`src/shared/ans_pkg.sv`:
```
package ans_pkg;

  // Register word indices; the byte address is four times the index.
  localparam int unsigned ADDR_W = 8;
  localparam logic [5:0] IDX_ID_LOW = 6'h03;
  localparam logic [5:0] IDX_ADV = 6'h04;
  localparam logic [5:0] IDX_LP = 6'h05;
  localparam logic [5:0] IDX_EXP = 6'h06;
  localparam logic [5:0] IDX_NPTX = 6'h07;
  localparam logic [5:0] IDX_NPRX = 6'h08;

  // Identifier field positions.
  localparam int unsigned ID_OUI_LSB = 10;
  localparam int unsigned ID_MODEL_LSB = 4;

  // Advertisement and partner ability bit positions.
  localparam int unsigned AB_NP = 15;
  localparam int unsigned AB_ACK = 14;
  localparam int unsigned AB_ASYM = 11;
  localparam int unsigned AB_PAUSE = 10;
  localparam int unsigned AB_T4 = 9;
  localparam int unsigned AB_100FD = 8;
  localparam int unsigned AB_100 = 7;
  localparam int unsigned AB_10FD = 6;
  localparam int unsigned AB_10 = 5;

  // Expansion register bit positions.
  localparam int unsigned EXP_PDF = 4;
  localparam int unsigned EXP_LPNP = 3;
  localparam int unsigned EXP_NPA = 2;
  localparam int unsigned EXP_PRX = 1;
  localparam int unsigned EXP_LPAN = 0;

  // Next page register bit positions.
  localparam int unsigned NP_ACK2 = 12;
  localparam int unsigned NP_TOGGLE = 11;

  // Writable bit masks and the partner kept-bit mask; every other bit is reserved or read-only.
  localparam logic [15:0] ID_WMASK = 16'hFFFF;
  localparam logic [15:0] ADV_WMASK = 16'hADFF;
  localparam logic [15:0] LP_MASK = 16'hE7FF;
  localparam logic [15:0] NPTX_WMASK = 16'hB7FF;

  // Reset values.
  localparam logic [15:0] ADV_RST = 16'h0001;
  localparam logic [15:0] LP_RST = 16'h0001;
  localparam logic [15:0] NPTX_RST = 16'h2001;
  localparam logic [15:0] NPRX_RST = 16'h2000;

  // Cycles after reset release before the synchronised straps are trusted.
  localparam logic [2:0] STRAP_SETTLE = 3'h4;

  // Speed codes of the resolved operating mode.
  localparam logic [1:0] SPD_10 = 2'h0;
  localparam logic [1:0] SPD_100 = 2'h1;
  localparam logic [1:0] SPD_1000 = 2'h2;

  // Avalon-MM request from the management master.
  typedef struct packed {
    logic avs_read;
    logic avs_write;
    logic [ADDR_W-1:0] avs_address;
    logic [31:0] avs_writedata;
    logic [3:0] avs_byteenable;
  } ans_avm_req_s;

  // One page word delivered by the negotiation engine.
  typedef struct packed {
    logic valid;
    logic [15:0] word;
  } ans_page_s;

  // Speed and duplex of an operating mode.
  typedef struct packed {
    logic [1:0] speed;
    logic duplex;
  } ans_mode_s;

endpackage

```
`src/hw/ans_pin_sync.sv`:
```
`timescale 1ns/1ns
// Three-stage synchroniser; the output moves only when stages two and three
// agree, which filters a single-cycle glitch that slipped past stage one.
module ans_pin_sync #(
  parameter int unsigned W = 1
) (
  input wire logic clk_sys,
  input wire logic rst,
  input wire logic [W-1:0] pin_async,
  output logic [W-1:0] pin_sync
);

  typedef struct packed {
    logic [W-1:0] s1;
    logic [W-1:0] s2;
    logic [W-1:0] s3;
    logic [W-1:0] out;
  } ans_sync_s;

  ans_sync_s st_q;
  ans_sync_s st_d;

  // Refuse a zero-width synchroniser.
  if (W < 1) begin : g_bad_w
    $error("ans_pin_sync needs a width of at least one.");
  end

  // Shift the pins in; accept a change once two stages agree.
  always_comb begin
    st_d = st_q;
    st_d.s1 = pin_async;
    st_d.s2 = st_q.s1;
    st_d.s3 = st_q.s2;
    for (int i = 0; i < int'(W); i++) begin
      if (st_q.s2[i] == st_q.s3[i]) begin
        st_d.out[i] = st_q.s3[i];
      end
    end
  end

  // State register.
  always_ff @(posedge clk_sys or posedge rst) begin
    if (rst) begin
      st_q <= '0;
    end else begin
      st_q <= st_d;
    end
  end

  assign pin_sync = st_q.out;

endmodule

```
`src/hw/ans_regs.sv`:
```
`timescale 1ns/1ns
// Function
// - Identifier word: OUI bits 19-24 on top, model in 9:4, revision low.
// - Revision field resets to the silicon revision, not a fixed value.
// - Next-page advert bit is writable, resets zero, never enables pages.
// - Writable asymmetric pause in bit 11 and symmetric pause in bit 10.
// - Four speed/duplex advert bits reset from the two mode straps.
// - Symmetric pause advert resets from the single pause strap pin.
// - Selector resets to 802.3 code in both advert and partner words.
// - Partner ability read-only, resets to 0001h, acknowledge set on arrival.
// - Partner ability bit 10 reports the remote pause support.
// - Partner bit 9 shows T4 ability; the device never runs T4.
// - Expansion bit 4 latches a parallel detection fault until read.
// - Expansion bit 1 latches every newly received page until read.
// - Expansion bits 3 and 0 give partner next-page and AN ability.
// - Expansion bit 2, local next-page ability, is read-only zero.
// - Next page transmit: message-page resets one, code field resets one.
// - Toggle bit is read-only, the inverse of the previous toggle.
// - Bit 12 of next page words says the device will comply.
// - Next page receive is a read-only mirror; message-page resets set.
// - With negotiation enabled, manual speed and duplex are ignored.
module ans_regs #(
  parameter logic [5:0] OUI_BITS = 6'h2A, // Arbitrary value.
  parameter logic [5:0] MODEL_NUM = 6'h15, // Arbitrary value.
  parameter logic [3:0] SILICON_REV = 4'h1 // Arbitrary value.
) (
  input wire logic clk_sys,
  input wire logic rst,
  input wire ans_pkg::ans_avm_req_s avm_req,
  output logic [31:0] avs_readdata,
  output logic avs_waitrequest,
  input wire logic [1:0] mode_strap_pins,
  input wire logic pause_strap_pin,
  input wire logic sw_reset,
  input wire ans_pkg::ans_page_s base_page,
  input wire ans_pkg::ans_page_s next_page,
  input wire logic np_tx_sent,
  input wire logic pd_fault,
  input wire logic partner_an_able,
  input wire logic an_enable,
  input wire ans_pkg::ans_mode_s manual_mode,
  input wire ans_pkg::ans_mode_s negotiated_mode,
  output ans_pkg::ans_mode_s active_mode,
  output logic [15:0] adv_word,
  output logic [15:0] np_tx_word
);

  typedef struct packed {
    logic ack;
    logic [15:0] rdata;
    logic [2:0] strap_cnt;
    logic strap_done;
    logic [15:0] id;
    logic [15:0] adv;
    logic [15:0] lp;
    logic pdf;
    logic prx;
    logic lp_an;
    logic [15:0] nptx;
    logic toggle;
    logic [15:0] nprx;
    ans_pkg::ans_mode_s mode;
  } ans_regs_s;

  ans_regs_s st_q;
  ans_regs_s st_d;
  logic [2:0] strap_sync;
  logic req;
  logic [5:0] idx;
  logic [15:0] wr_id;
  logic [15:0] wr_adv;
  logic [15:0] wr_nptx;

  // The six-bit word index is cut from an eight-bit byte address.
  if (ans_pkg::ADDR_W != 8) begin : g_bad_addr
    $error("ans_regs needs an eight-bit byte address.");
  end

  // Merges a write under byte enables, touching only writable bits.
  function automatic logic [15:0] be_merge(
    input logic [15:0] old_v,
    input logic [31:0] wdata,
    input logic [3:0] be,
    input logic [15:0] wmask
  );
    logic [15:0] new_v;
    new_v[7:0] = be[0] ? wdata[7:0] : old_v[7:0];
    new_v[15:8] = be[1] ? wdata[15:8] : old_v[15:8];
    return (new_v & wmask) | (old_v & ~wmask);
  endfunction

  // Maps the two mode straps to the 100FD, 100, 10FD and 10 ability bits.
  function automatic logic [3:0] strap_abilities(input logic [1:0] mode);
    logic [3:0] ab;
    ab = 4'h0;
    case (mode)
      2'h0: ab = 4'h1;
      2'h1: ab = 4'h3;
      2'h2: ab = 4'hC;
      2'h3: ab = 4'hF;
      default: ab = 4'hF;
    endcase
    return ab;
  endfunction

  // Assembles the read value of one register index.
  function automatic logic [15:0] read_value(
    input ans_regs_s s,
    input logic [5:0] i
  );
    logic [15:0] v;
    v = 16'h0000;
    case (i)
      ans_pkg::IDX_ID_LOW: v = s.id;
      ans_pkg::IDX_ADV: v = s.adv & ans_pkg::ADV_WMASK;
      ans_pkg::IDX_LP: v = s.lp & ans_pkg::LP_MASK;
      ans_pkg::IDX_EXP: begin
        v[ans_pkg::EXP_PDF] = s.pdf;
        v[ans_pkg::EXP_LPNP] = s.lp[ans_pkg::AB_NP];
        v[ans_pkg::EXP_NPA] = 1'b0;
        v[ans_pkg::EXP_PRX] = s.prx;
        v[ans_pkg::EXP_LPAN] = s.lp_an;
      end
      ans_pkg::IDX_NPTX: begin
        v = s.nptx & ans_pkg::NPTX_WMASK;
        v[ans_pkg::NP_TOGGLE] = s.toggle;
      end
      ans_pkg::IDX_NPRX: v = s.nprx;
      default: v = 16'h0000;
    endcase
    return v;
  endfunction

  // Mode and pause straps come from pins and are synchronised first.
  ans_pin_sync #(
    .W(3)
  ) u_strap_sync (
    .clk_sys(clk_sys),
    .rst(rst),
    .pin_async({pause_strap_pin, mode_strap_pins}),
    .pin_sync(strap_sync)
  );

  // Bus decode; the low two address bits select bytes and are ignored.
  assign req = avm_req.avs_read | avm_req.avs_write;
  assign idx = avm_req.avs_address[ans_pkg::ADDR_W-1:2];

  // Candidate write values for the writable registers.
  assign wr_id = be_merge(st_q.id, avm_req.avs_writedata,
                          avm_req.avs_byteenable, ans_pkg::ID_WMASK);
  assign wr_adv = be_merge(st_q.adv, avm_req.avs_writedata,
                           avm_req.avs_byteenable, ans_pkg::ADV_WMASK);
  assign wr_nptx = be_merge(st_q.nptx, avm_req.avs_writedata,
                            avm_req.avs_byteenable, ans_pkg::NPTX_WMASK);

  // Next-state logic of the whole register set.
  always_comb begin
    logic rd_exp;
    rd_exp = 1'b0;
    st_d = st_q;

    // A request is answered one cycle after it is first seen, once the
    // straps have been loaded; the answer cycle ends the handshake.
    st_d.ack = req & ~st_q.ack & st_q.strap_done;
    if (req & ~st_q.ack & st_q.strap_done) begin
      st_d.rdata = avm_req.avs_read ? read_value(st_q, idx) : 16'h0000;
    end

    // Writes take effect at the edge that ends the answer cycle.
    if (st_q.ack & avm_req.avs_write) begin
      case (idx)
        ans_pkg::IDX_ID_LOW: st_d.id = wr_id;
        ans_pkg::IDX_ADV: st_d.adv = wr_adv;
        ans_pkg::IDX_NPTX: st_d.nptx = wr_nptx;
        default: st_d.id = st_q.id;
      endcase
    end
    rd_exp = st_q.ack & avm_req.avs_read & (idx == ans_pkg::IDX_EXP);

    // Latched flags: only bits the read returned are cleared, and a new
    // event in the same cycle wins over the clear.
    st_d.pdf = (st_q.pdf & ~(rd_exp & st_q.rdata[ans_pkg::EXP_PDF]))
               | pd_fault;
    st_d.prx = (st_q.prx & ~(rd_exp & st_q.rdata[ans_pkg::EXP_PRX]))
               | base_page.valid | next_page.valid;
    st_d.lp_an = partner_an_able;

    // Partner base page: reserved bit 12 and asymmetric pause bit 11 dropped, acknowledge forced on.
    if (base_page.valid) begin
      st_d.lp = base_page.word & ans_pkg::LP_MASK;
      st_d.lp[ans_pkg::AB_ACK] = 1'b1;
    end

    // Partner next page is mirrored whole.
    if (next_page.valid) begin
      st_d.nprx = next_page.word;
    end

    // Each transmitted next page flips the toggle that the next one carries.
    if (np_tx_sent) begin
      st_d.toggle = ~st_q.toggle;
    end

    // Straps are applied once the synchroniser has settled after reset.
    if (!st_q.strap_done) begin
      if (st_q.strap_cnt == ans_pkg::STRAP_SETTLE) begin
        st_d.strap_done = 1'b1;
        {st_d.adv[ans_pkg::AB_100FD], st_d.adv[ans_pkg::AB_100],
         st_d.adv[ans_pkg::AB_10FD], st_d.adv[ans_pkg::AB_10]} =
          strap_abilities(strap_sync[1:0]);
        st_d.adv[ans_pkg::AB_PAUSE] = strap_sync[2];
      end else begin
        st_d.strap_cnt = st_q.strap_cnt + 3'h1;
      end
    end

    // Negotiated result overrides manual speed and duplex; T4 never used.
    if (an_enable) begin
      st_d.mode = negotiated_mode;
    end else begin
      st_d.mode = manual_mode;
    end
    if (st_d.mode.speed > ans_pkg::SPD_1000) begin
      st_d.mode.speed = ans_pkg::SPD_10;
    end

    // Software reset returns every register to its reset value and
    // samples the straps again.
    if (sw_reset) begin
      st_d.strap_cnt = 3'h0;
      st_d.strap_done = 1'b0;
      st_d.id = {OUI_BITS, MODEL_NUM, SILICON_REV};
      st_d.adv = ans_pkg::ADV_RST;
      st_d.lp = ans_pkg::LP_RST;
      st_d.pdf = 1'b0;
      st_d.prx = 1'b0;
      st_d.lp_an = 1'b0;
      st_d.nptx = ans_pkg::NPTX_RST;
      st_d.toggle = 1'b0;
      st_d.nprx = ans_pkg::NPRX_RST;
    end
  end

  // State register; straps load later, so reset takes constants only.
  always_ff @(posedge clk_sys or posedge rst) begin
    if (rst) begin
      st_q.ack <= 1'b0;
      st_q.rdata <= 16'h0000;
      st_q.strap_cnt <= 3'h0;
      st_q.strap_done <= 1'b0;
      st_q.id <= {OUI_BITS, MODEL_NUM, SILICON_REV};
      st_q.adv <= ans_pkg::ADV_RST;
      st_q.lp <= ans_pkg::LP_RST;
      st_q.pdf <= 1'b0;
      st_q.prx <= 1'b0;
      st_q.lp_an <= 1'b0;
      st_q.nptx <= ans_pkg::NPTX_RST;
      st_q.toggle <= 1'b0;
      st_q.nprx <= ans_pkg::NPRX_RST;
      st_q.mode <= '0;
    end else begin
      st_q <= st_d;
    end
  end

  // Bus outputs: wait until the answer cycle; data sit in the low half.
  assign avs_waitrequest = req & ~st_q.ack;
  assign avs_readdata = {16'h0000, st_q.rdata};

  // Words handed to the negotiation engine; next pages are never offered.
  assign adv_word = {1'b0, st_q.adv[14:0] & ans_pkg::ADV_WMASK[14:0]};
  assign np_tx_word = {st_q.nptx[15:12], st_q.toggle, st_q.nptx[10:0]};
  assign active_mode = st_q.mode;

endmodule

```
`config.mk`:
```
export PLATFORM = sky130hd
export DESIGN_NAME = ans_regs
export DESIGN_NICKNAME = d
export VERILOG_FILES = /design/src/shared/ans_pkg.sv /design/src/hw/ans_pin_sync.sv /design/src/hw/ans_regs.sv
export SDC_FILE = /design/constraint.sdc
export NUM_CORES = 1
export LEC_CHECK = 0
export BUFFER_PORTS_ARGS = -buffer_cell sky130_fd_sc_hd__buf_2
export CORE_ASPECT_RATIO = 0.7
export CORE_MARGIN = 4
export CORE_UTILIZATION = 52
export DETAILED_ROUTE_END_ITERATION = 10
export GPL_ROUTABILITY_DRIVEN = 0
export HOLD_SLACK_MARGIN = 0.05
export PLACE_DENSITY = 0.86
export SYNTH_ARGS = -nofsm -noshare
export SYNTH_HDL_FRONTEND = slang
export SYNTH_SLANG_ARGS = --single-unit
```
`constraint.sdc`:
```
create_clock -name clk_sys -period 3.9 [get_ports clk_sys]
set_input_delay 0.39 -clock clk_sys [delete_from_list [all_inputs] [get_ports clk_sys]]
set_output_delay 0.39 -clock clk_sys [all_outputs]
set_load 0.02 [all_outputs]
```
==> reports/qor.yml <==
critical_path:
  crit_path_end: "avs_readdata[12]"
  cp-startpoint: "avm_req[38]"
  r2r_cells: 4
  slowest_delay_ns: 0.98
  reg2reg_slack_ns: 1.85
  end_kind: "flop"
  r2r-end: "adv_word[6]"
  cp_cell_sequence: "buf_2, nand2_1, nor3_1, buf_4, a222oi_1, o21ai_0"
  worstSetupStartpointType: "primary input"
  crit_type: "primary input to flop"
  cp_max_fo: 20
  crit_slowest_cell: "nor3_1"
  arrival_ns: 2.94
  r2r-start: "st_q[107]"
  required_ns: 4.21
yosys:
  yosysSeqAreaShare: 0.506
  synth-seq-cells: 113
  synth_most_common_cell: "dfrtp_1"
  synth_top_cells_by_count: "dfrtp_1 (101), nor2_1 (76), mux2i_1 (68)"
  synth.area.top_cells: "dfrtp_1 (45%), mux2i_1 (12%), buf_4 (9.0%)"
  postSynthAreaPerCell_sq_um: 10.9
  postSynth.asyncResetShare: 1.00
  synth_cells: 516
  synth_top_area_cell: "dfrtp_1"
  synth_edf_count: 0
  syn-cell-area_sq_mm: 0.00562
  synth_ff_type: "dfrtp_1"
  synth.distinct_cells: 47
  yosys_warnings: 0
  netlist.area_leader.share: 0.450
floorplan:
  die-area_sq_mm: 0.0126
  core_sq_mm: 0.0104
  chipHeight_um: 94.9
  initial_core_util: 0.538
  chipWidth_um: 132
  ios: 164
  num_rows: 31
status:
  outcome: "complete, no violations"
clocking:
  worstSkewPairLatency_ns: 0.42
  clockBufferDepth: 2
  clock-root-buffer: "clkbuf_16"
  cts.sink_count: 113
  numCtsBuffers: 17
  post_cts_resized: 0
  clk_pin_slew_ns: 0.05
  cts_tree: "yes"
  cts.hold.buffers_added: 0
  post-cts-setup-buffers: 0
  htreeDepth: 4
global_routing:
  grt_overflow: 0
  grtUsageTotal: 0.236
  antenna_found_initial: 0
  grt_pass1_vias: 4113
  grt_max_degree: 63
  grt_pass1_wl_um: 22500
routing:
  via_per_inst: 5.75
  drc: 0
  vias: 4204
  firstDrtPassIters: 5
  wl_um: 14400
  drtIter0Drc: 360
  drtAntennaViolNets: 0
  wl_per_cell_um: 19.8
run:
  drv_cap: 0
placed_design:
  dpl_worst_slack_ns: 0.989
  placed_area_sq_mm: 0.00589
  io_buffers: 119
  hpwl_um: 9880
timing:
  fin_setup_tns_ns: 0
  final.setup.worst_slack_ns: 1.28
  drv_slew: 0
  setup_viol: 0
  min_period_over_period: 0.673
  relSlewSlack: 0.264
  fmax_mhz: 381
  rsz0062_at_grt: "false"
  tightest_slew_ns: 1.10
  hold_viol: 0
  fin_skew_ns: 0.0128
  fin_crit_ns: 2.62
finish:
  n_antenna_cell: 0
  area_delta_synth_final_pct: 16.1
  final_util: 0.625
  drive_above_1_share: 0.302
  fin_nets: 684
  final_area_sq_mm: 0.00652
  fill_cells: 782
power_and_ir_drop:
  p_leak_nw: 3.19
  power_mw: 3.31
  p_per_area_mw_per_mm2: 508
  max-vdd-ir-drop_v: 0.000351
worst_hold_path:
  min_path_type: "primary input to flop"
  hp-start: "mode_strap_pins[1]"
placed cells by master (no fill, tap or decap), drive strengths merged, types with 3 or more instances in the layout:
cell type	count
inv	9
mux2i	68
dfstp	12
nand3b	3
a32oi	7
and3	4
nand2	11
nor2	76
a211oi	4
buf	126
o21ai	14
a211o	12
mux4	4
bufinv	3
nor3	13
nand3	7
nor4b	7
clkinv	3
nor3b	3
a21oi	15
nor2b	12
conb	21
maj3	3
dfrtp	101
clkinvlp	3
clkbuf	23
a221oi	12
nor4	4
state kept, by name, summed over array words and instances, names as in the netlist:
signal,count
active_mode,3
adv_word,12
avs_readdata,16
np_tx_word,15
st_q,55
u_strap_sync.pin_sync,3
u_strap_sync.st_d,6
u_strap_sync.st_q,3
area by class of cell:
class                      instances  area (sq um)  share of cell area
clock buffer                      23           498              0.0764
timing repair buffer             126           648              0.0994
clock inverter                     9           128              0.0196
multi-input combinational        319          2200               0.338
tap                              132           165              0.0253
inverter                           9          36.3             0.00557
sequential                       113          2840               0.436
routing by layer:
| layer | GRT usage | part of all wire | up-vias |
|---|---|---|---|
| li1 | - | - | 1884 |
| met1 | 0.308 | 0.42 | 2072 |
| met2 | 0.366 | 0.46 | 224 |
| met3 | 0.0857 | 0.11 | 24 |
| met4 | 0.0865 | 0.014 | 0 |
| met5 | 0 | 0 | - |
where the power goes:
group          switching, mW  total, mW  leakage (nW)  internal (mW)
clock network          0.533       1.62         0.301           1.08
logic                  0.253      0.388          1.42          0.135
registers             0.0553       1.31          1.47           1.25
how the worst min path moves through the flow:
stage,end,slack [ns],depth (start not counted)
floorplan,u_strap_sync.st_d[3],0.33,0
global placement,u_strap_sync.st_d[5],0.33,0
detailed placement,u_strap_sync.st_d[5],0.33,0
CTS,u_strap_sync.st_d[7],0.07,1
global route,u_strap_sync.st_d[7],0.07,1
finish,u_strap_sync.st_d[7],0.08,1
critical path: cells and delay by family:
family                 cells  cell delay (ns)
AOI/OAI and AO/OA          2             0.37
buffers and inverters      2             0.75
and+or+nand+nor            2             1.40
through the flow:
step	hold slack (ns)	instances
after floorplan	0.331	536
after global placement	0.332	699
after detailed placement	0.335	699
after CTS	0.0690	731
after global routing	0.0697	731
final	0.0824	731
cell families after synthesis:
logic type	after synthesis	synth area share
and+or+nand+nor	148	0.135
DFF	113	0.506
buffers and inverters	104	0.117
muxes	73	0.139
AOI/OAI and AO/OA	70	0.0891
adders and majority gates	5	0.00980
xor gates and xnor gates	2	0.00312
other	1	0.000668
(Power assumes the default switching activity.)
